==> config.mk <==
export PLATFORM = sky130hd
export DESIGN_NAME = ebfc_top
export DESIGN_NICKNAME = d
export VERILOG_FILES = /design/src/pkg/ebfc_pkg.sv /design/src/ebfc_top.sv
export SDC_FILE = /design/constraint.sdc
export NUM_CORES = 1
export LEC_CHECK = 0
export BUFFER_PORTS_ARGS = -buffer_cell sky130_fd_sc_hd__buf_2
export CAP_MARGIN = 20
export CORE_MARGIN = 2
export CORE_UTILIZATION = 36
export DETAILED_ROUTE_END_ITERATION = 6
export GPL_TIMING_DRIVEN = 1
export PLACE_DENSITY = 0.76
export SYNTH_ARGS = -nofsm -noshare
export SYNTH_HDL_FRONTEND = slang
export SYNTH_SLANG_ARGS = --single-unit
export TNS_END_PERCENT = 10
==> constraint.sdc <==
create_clock -name clk_in -period 1.08 [get_ports clk_in]
set_input_delay 0.054 -clock clk_in [delete_from_list [all_inputs] [get_ports clk_in]]
set_output_delay 0.054 -clock clk_in [all_outputs]
set_load 0.005 [all_outputs]
==> src/pkg/ebfc_pkg.sv <==
// Package for the extended bus and filter configuration block.
// Assumes an APB slave with 32-bit data and one register word per index.
package ebfc_pkg;
    // Register indices; byte address is index times four
    localparam logic [7:0]  CFG_INDEX      = 8'h3f;
    localparam logic [11:0] CFG_ADDR       = 12'h0fc;
    localparam logic [11:0] STATUS_ADDR    = 12'h100;
    // Field positions of the configuration word
    localparam int          LEVEL_LSB      = 12;
    localparam int          HOLD_EDGE_BIT  = 4;
    localparam int          ON_MATCH_BIT   = 2;
    localparam int          ON_MISS_BIT    = 1;
    localparam int          REJECT_BIT     = 0;
    // Writable bits; 11..5 and 3 are forced to zero
    localparam logic [15:0] CFG_WR_MASK    = 16'hf017;
    localparam logic [15:0] CFG_RESET      = 16'h0000;
    localparam logic [31:0] UNMAPPED_DATA  = 32'h0000_0000;

    typedef struct packed {
        logic [3:0] ext_out_level;
        logic       hold_edge_select;
        logic       compress_on_match;
        logic       compress_on_miss;
        logic       reject_on_match;
    } ebfc_cfg_t;

    typedef struct packed {
        logic pkt_start;
        logic addr_valid;
        logic cam_hit;
        logic broadcast;
        logic bcast_ok;
        logic phys_ok;
        logic mcast_ok;
    } ebfc_rx_t;
endpackage : ebfc_pkg

==> src/ebfc_top.sv <==
// Extended bus and filter configuration register with its side logic.
// Assumes APB master on clk_in, and receive events synchronous to clk_in.
// Assumes the hard reset is the only reset that reaches the register.
`timescale 1ns/10ps
`default_nettype none
module ebfc_top (
    input  wire logic             clk_in,
    input  wire logic             sys_rst_in,
    input  wire logic             psel_in,
    input  wire logic             penable_in,
    input  wire logic             pwrite_in,
    input  wire logic [11:0]      paddr_in,
    input  wire logic [31:0]      pwdata_in,
    output var  logic [31:0]      prdata_out,
    output var  logic             pready_out,
    output var  logic             pslverr_out,
    input  wire logic             bus_master_in,
    input  wire logic             ext_bus_mode_in,
    input  wire logic             hold_req_in,
    input  wire ebfc_pkg::ebfc_rx_t rx_in,
    output var  logic [3:0]       ext_user_out,
    output var  logic [3:0]       ext_user_oe_out,
    output var  logic             hold_out,
    output var  logic             packet_compress_out,
    output var  logic             packet_compress_oe_out,
    output var  logic             accept_out,
    output var  logic             accept_valid_out
);
    // Register fields and the state behind the side outputs
    ebfc_pkg::ebfc_cfg_t cfg;
    ebfc_pkg::ebfc_cfg_t next_cfg;
    logic                hold_neg;
    logic                hold_rise;
    logic                compress;
    logic                accept;
    logic [31:0]         next_rdata;
    logic                next_pready;
    logic                next_pslverr;
    logic                next_compress;
    logic                next_accept;
    logic                next_accept_valid;
    logic                next_packet_compress;
    logic                next_compress_oe;
    logic [3:0]          next_ext_user;
    logic [3:0]          next_ext_user_oe;

    // Packs the register fields into the readable word
    function automatic logic [15:0] cfg_word(
        input ebfc_pkg::ebfc_cfg_t c
    );
        cfg_word = {c.ext_out_level, 7'h00, c.hold_edge_select, 1'b0,
                    c.compress_on_match, c.compress_on_miss,
                    c.reject_on_match};
    endfunction : cfg_word

    // Unpacks a masked write word into the register fields
    function automatic ebfc_pkg::ebfc_cfg_t cfg_fields(
        input logic [15:0] w
    );
        cfg_fields.ext_out_level     = w[ebfc_pkg::LEVEL_LSB +: 4];
        cfg_fields.hold_edge_select  = w[ebfc_pkg::HOLD_EDGE_BIT];
        cfg_fields.compress_on_match = w[ebfc_pkg::ON_MATCH_BIT];
        cfg_fields.compress_on_miss  = w[ebfc_pkg::ON_MISS_BIT];
        cfg_fields.reject_on_match   = w[ebfc_pkg::REJECT_BIT];
    endfunction : cfg_fields

    // True when the bus address selects the given register word
    function automatic logic addr_hit(
        input logic [11:0] addr,
        input logic [11:0] target
    );
        addr_hit = addr == target;
    endfunction : addr_hit

    // CAM result; the reject bit turns a match into a refusal
    function automatic logic cam_accept(
        input ebfc_pkg::ebfc_cfg_t c,
        input ebfc_pkg::ebfc_rx_t  r
    );
        cam_accept = r.cam_hit & ~c.reject_on_match;
    endfunction : cam_accept

    // Accept bits act on their own, never through the reject bit
    function automatic logic other_accept(
        input ebfc_pkg::ebfc_rx_t r
    );
        other_accept = (r.broadcast & r.bcast_ok) | r.phys_ok |
                       r.mcast_ok;
    endfunction : other_accept

    // Compress decision for one packet; broadcasts never compress
    function automatic logic compress_pick(
        input ebfc_pkg::ebfc_cfg_t c,
        input ebfc_pkg::ebfc_rx_t  r
    );
        logic on_hit;
        logic on_miss;
        on_hit  = c.compress_on_match & ~c.compress_on_miss &
                  r.cam_hit;
        on_miss = c.compress_on_miss & ~c.compress_on_match &
                  ~r.cam_hit;
        compress_pick = (on_hit | on_miss) & ~r.broadcast;
    endfunction : compress_pick

    // Level bits reach the pins only while driving in extended mode
    function automatic logic [3:0] user_levels(
        input logic                drive,
        input ebfc_pkg::ebfc_cfg_t c
    );
        user_levels = drive ? c.ext_out_level : 4'h0;
    endfunction : user_levels

    // APB decode; the answer comes in the first access cycle
    wire        setup_phase  = psel_in & ~penable_in;
    wire        access_phase = psel_in & penable_in;
    wire        hit_cfg      = addr_hit(paddr_in, ebfc_pkg::CFG_ADDR);
    wire        hit_stat     = addr_hit(paddr_in, ebfc_pkg::STATUS_ADDR);
    wire        mapped       = hit_cfg | hit_stat;
    wire        wr_cfg       = access_phase & pwrite_in & hit_cfg;
    wire [15:0] wr_word      = pwdata_in[15:0] &
                               ebfc_pkg::CFG_WR_MASK;
    // Status word: compress, last accept, hold, compress enable
    wire [3:0]  status_bits  = {compress, accept, hold_out,
                                packet_compress_oe_out};
    wire        drive_user   = bus_master_in & ext_bus_mode_in;
    wire        rx_accept    = cam_accept(cfg, rx_in) |
                               other_accept(rx_in);

    // Next values of the registered outputs
    assign next_cfg             = cfg_fields(wr_word);
    assign next_rdata           = hit_cfg  ? {16'h0000, cfg_word(cfg)} :
                                  hit_stat ? {28'h0000000, status_bits} :
                                  ebfc_pkg::UNMAPPED_DATA;
    assign next_pready          = setup_phase;
    assign next_pslverr         = setup_phase & ~mapped;
    assign next_compress        = compress_pick(cfg, rx_in);
    assign next_accept          = rx_in.addr_valid ? rx_accept : accept;
    assign next_accept_valid    = rx_in.addr_valid;
    assign next_packet_compress = rx_in.pkt_start  ? 1'b0 :
                                  rx_in.addr_valid ? next_compress :
                                  compress;
    assign next_ext_user        = user_levels(drive_user, cfg);
    assign next_ext_user_oe     = {4{drive_user}};
    assign next_compress_oe     = cfg.compress_on_match |
                                  cfg.compress_on_miss;

    // APB slave
    // Only the hard reset touches the register
    always_ff @(posedge clk_in or posedge sys_rst_in) begin
        if (sys_rst_in) begin
            cfg <= '0;
        end else if (wr_cfg) begin
            cfg <= next_cfg;
        end
    end

    // Read data captured in the setup cycle
    always_ff @(posedge clk_in or posedge sys_rst_in) begin
        if (sys_rst_in) begin
            prdata_out <= 32'h0000_0000;
        end else if (setup_phase) begin
            prdata_out <= next_rdata;
        end
    end

    // One-cycle ready in the first access cycle
    always_ff @(posedge clk_in or posedge sys_rst_in) begin
        if (sys_rst_in) begin
            pready_out <= 1'b0;
        end else begin
            pready_out <= next_pready;
        end
    end

    // Error flag for unmapped addresses
    always_ff @(posedge clk_in or posedge sys_rst_in) begin
        if (sys_rst_in) begin
            pslverr_out <= 1'b0;
        end else begin
            pslverr_out <= next_pslverr;
        end
    end

    // Hold request timing
    // Falling-edge copy of the hold request
    always_ff @(negedge clk_in or posedge sys_rst_in) begin
        if (sys_rst_in) begin
            hold_neg <= 1'b0;
        end else begin
            hold_neg <= hold_req_in;
        end
    end

    // Same request half a clock later
    always_ff @(posedge clk_in or posedge sys_rst_in) begin
        if (sys_rst_in) begin
            hold_rise <= 1'b0;
        end else begin
            hold_rise <= hold_neg;
        end
    end

    // Mux between two flops so the pin can move on either edge
    always_comb begin
        hold_out = cfg.hold_edge_select ? hold_rise : hold_neg;
    end

    // User outputs
    // Programmed levels
    always_ff @(posedge clk_in or posedge sys_rst_in) begin
        if (sys_rst_in) begin
            ext_user_out <= 4'h0;
        end else begin
            ext_user_out <= next_ext_user;
        end
    end

    // Pins driven only while master in extended mode
    always_ff @(posedge clk_in or posedge sys_rst_in) begin
        if (sys_rst_in) begin
            ext_user_oe_out <= 4'h0;
        end else begin
            ext_user_oe_out <= next_ext_user_oe;
        end
    end

    // Receive side
    // Compress state, cleared as each packet starts
    always_ff @(posedge clk_in or posedge sys_rst_in) begin
        if (sys_rst_in) begin
            compress <= 1'b0;
        end else if (rx_in.pkt_start) begin
            compress <= 1'b0;
        end else if (rx_in.addr_valid) begin
            compress <= next_compress;
        end
    end

    // Compress pin level
    always_ff @(posedge clk_in or posedge sys_rst_in) begin
        if (sys_rst_in) begin
            packet_compress_out <= 1'b0;
        end else begin
            packet_compress_out <= next_packet_compress;
        end
    end

    // Compress pin floats while both compress modes are off
    always_ff @(posedge clk_in or posedge sys_rst_in) begin
        if (sys_rst_in) begin
            packet_compress_oe_out <= 1'b0;
        end else begin
            packet_compress_oe_out <= next_compress_oe;
        end
    end

    // Last accept decision, kept for the status word
    always_ff @(posedge clk_in or posedge sys_rst_in) begin
        if (sys_rst_in) begin
            accept <= 1'b0;
        end else begin
            accept <= next_accept;
        end
    end

    // Accept decision pin
    always_ff @(posedge clk_in or posedge sys_rst_in) begin
        if (sys_rst_in) begin
            accept_out <= 1'b0;
        end else begin
            accept_out <= next_accept;
        end
    end

    // One-cycle strobe after each address compare
    always_ff @(posedge clk_in or posedge sys_rst_in) begin
        if (sys_rst_in) begin
            accept_valid_out <= 1'b0;
        end else begin
            accept_valid_out <= next_accept_valid;
        end
    end
endmodule : ebfc_top
`default_nettype wire

==> out/results.txt <==
Pleak -> 1.06 nW
Number of global-route vias before repair -> 981
Endpoints failing setup -> 18
I/O Buffers -> 58
HP Start -> pwdata_in[4]
Area growth syn-to-layout -> 33.7%
Area of the core -> 0.00369 mm^2
Synth Instances -> 111
Final Hold Viols -> 0
Cell Area, Synth -> 0.00140 mm^2
Die width -> 66.3 um
IR drop worst, VDD -> 0.621 mV
Initial Util -> 0.379
Number of cell rows -> 22
Worst path max stage delay -> 0.35 ns
# diodes -> 0
PwrDens -> 1200 mW/mm^2
CTS tree -> yes
Top cell type's share of synthesized area -> 0.520
Post-synthesis sequential area ratio -> 0.538
Max Cap Viol -> 0
Setup ws final -> -0.551 ns
Length of routed met3 wiring -> 180 um
Total power -> 2.24 mW
Crit Path Class -> flip-flop to output port
Skew final -> 0.0115 ns
Avg WL per Cell -> 12.2 um
Clock Tree Root -> clkbuf_8
R2r startpoint -> hold_neg$_DFF_NP0_
Via Count -> 1028
DIE HEIGHT -> 66.3 um
Drt drc -> 0
Drt pass-1 iters -> 4
Max Transition Viols Final -> 0
Worst EP arrival -> 1.58 ns
Top cells by area, synth -> dfrtp_1, buf_4, mux2_2
Dpl ws -> -0.574 ns
First-pass GRT wire length -> 4.46 mm
Clock latency on the worst-skew pair -> 0.28 ns
Ys Warns -> 0
DIE AREA -> 0.00439 mm^2
Netlist cell types -> 32
Top routing layer in use -> met4
Largest net degree at the start of global routing -> 30
Worst-path fanout max -> 2
Worst endpoint required time -> 1.03 ns
I/O pin total -> 106
GR Util All Layers -> 0.140
Clk buf depth -> 2
Unrepaired setup endpoints after global routing -> true
Met2 wire len -> 1.46 mm
Critical Path Slowest Stage Cell -> dfrtn_1
H-Tree Depth -> 2
CTS sink cnt -> 30
Cts bufs inserted -> 5
First DRT Iteration DRCs -> 23
Layout cell share with drive strength beyond 1 -> 0.486
Worst hold path type -> input pin to flip-flop
DP Wirelength -> 2.11 mm
Clock-pin slew on the worst setup and hold paths -> 0.06 ns
Crit path cell chain -> mux2_4, buf_6
Largest area contributor in the netlist -> dfrtp_1
Vias per std cell -> 4.41
Metal-1 WL -> 1.13 mm
Total setup buffers inserted after CTS -> 0
Failing checks -> negative setup slack
Status -> finished with violations
Crit path launch type -> flip-flop
Antenna Nets Post-Route -> 0
Initial antenna violation count -> 0
Placed cells -> 220
Placer Congestion -> 0.734
Worst Setup SP -> hold_neg$_DFF_NP0_
Fin nets -> 243
CP Capture Type -> output port
Drt total wl -> 2.83 mm
GRT overflow -> 0
Util after Layout -> 0.506
Final Non-Filler Cells -> 233
Seq cells post-synth -> 30
Average size of a mapped cell -> 12.6 um^2
==> through the flow <==
| step | setup TNS, ns | hold WS, ns | cell area, um^2 |
|---|---|---|---|
| after floorplan | -5.14 | 0.0854 | 1480 |
| after global routing | -4.41 | 0.00647 | 1870 |
| after global placement | -8.00 | 0.208 | 1690 |
| final | -3.61 | 0.0123 | 1870 |
| after CTS | -3.52 | 0.00171 | 1840 |
| after detailed placement | -8.25 | 0.213 | 1690 |
==> synth_stat cells <==
master and number:
clkbuf_1 1, buf_4 26, or3b_2 1, nor2_8 1
nand3_1 1, and2_1 1, a221o_1 3, mux2_2 9
or4_4 1, nor2_1 3, dfrtn_1 1, mux2i_1 1
a2111oi_0 1, nor2_4 1, dfrtp_1 29, and2_0 3
nand2_1 2, or2_2 1, nor4_1 1, a22o_1 6
and4b_1 1, a21oi_1 2, nor3_1 1, nand2b_1 1
a211oi_1 1, and3_1 5, nand4bb_4 1, inv_1 2
nand3b_1 1, conb_1 1, nor2b_1 1, nor4b_1 1
==> logic make-up (layout without fill, tap and decap cells) <==
logic type      count (synthesis)  in the layout  share of synthesized area
other cells                     1             23                    0.00269
compound gates                 13             13                     0.0780
simple gates                   28             28                      0.154
mux                            10             10                     0.0798
buf+inv                        29             81                      0.148
flops                          30             30                      0.538
==> state kept, by name, indices dropped and copies added, names as in the netlist <==
name / cells
prdata_out: 9
cfg: 8
ext_user_out: 4
accept: 1
accept_valid_out: 1
compress: 1
ext_user_oe_out: 1
hold_neg: 1
hold_rise: 1
packet_compress_oe_out: 1
pready_out: 1
pslverr_out: 1
==> layer usage <==
metal | global-route usage | vias to the layer above
li1 | - | 487
met1 | 0.159 | 490
met2 | 0.239 | 46
met3 | 0.0426 | 5
met4 | 0.0612 | 0
met5 | 0 | -
==> layout by cell type (no fill, tap or decap), types with 2 or more instances in the layout <==
cell type	Yosys	layout
inv_1	2	2
dfrtp_1	29	29
a22o_1	6	6
mux2_4	0	3
mux2_2	9	6
conb_1	1	23
buf_4	26	8
clkbuf_8	0	6
dlygate4sd3_1	0	5
and3_1	5	5
a221o_1	3	3
nor2_1	3	3
buf_2	0	56
nand2_1	2	2
and2_0	3	3
buf_6	0	2
==> critical path: cells and delay by family, from the launching register on <==
kind                   cells  cell delay (ns)
flip-flops                 1             0.35
buffers and inverters      1             0.12
multiplexers               1             0.29
==> path summary, 6_finish.rpt <==
| path | to | slack, ns | depth (start not counted) |
|---|---|---|---|
| min reg2reg | prdata_out[14]$_DFFE_PP0P_ | 0.50 | 1 |
| min in group asynchronous | cfg[3]$_DFFE_PP0P_ | 0.49 | 4 |
| max in group asynchronous | hold_neg$_DFF_NP0_ | 0.31 | 3 |
| min | cfg[3]$_DFFE_PP0P_ | 0.01 | 2 |
| max reg2reg | prdata_out[1]$_DFFE_PP0P_ | -0.51 | 2 |
| max | hold_out | -0.55 | 2 |
==> power by group <==
| group | internal, mW | switching, mW |
|---|---|---|
| clock network | 0.512 | 0.382 |
| registers | 1.14 | 0.00588 |
| logic | 0.0961 | 0.100 |
==> timing repair <==
| item | CTS | global route |
|---|---|---|
| endpoints found under the hold margin | 32 | 2 |
| resized for setup | 5 | 2 |
| hold buffers | 3 | 2 |
| pin swaps | 5 | 4 |
| setup endpoints to repair | 19 | 19 |
==> cell type report <==
| class | instances | area (um^2) |
|---|---|---|
| Tap cell | 48 | 60.1 |
| Sequential cell | 30 | 751 |
| Clock inverter | 1 | 5.00 |
| Fill cell | 341 | 1820 |
| Inverter | 2 | 7.51 |
| Clock buffer | 7 | 86.3 |
| Multi-Input combinational cell | 74 | 544 |
| Timing Repair Buffer | 71 | 413 |
Note: power is estimated with default switching activity, not from simulation.
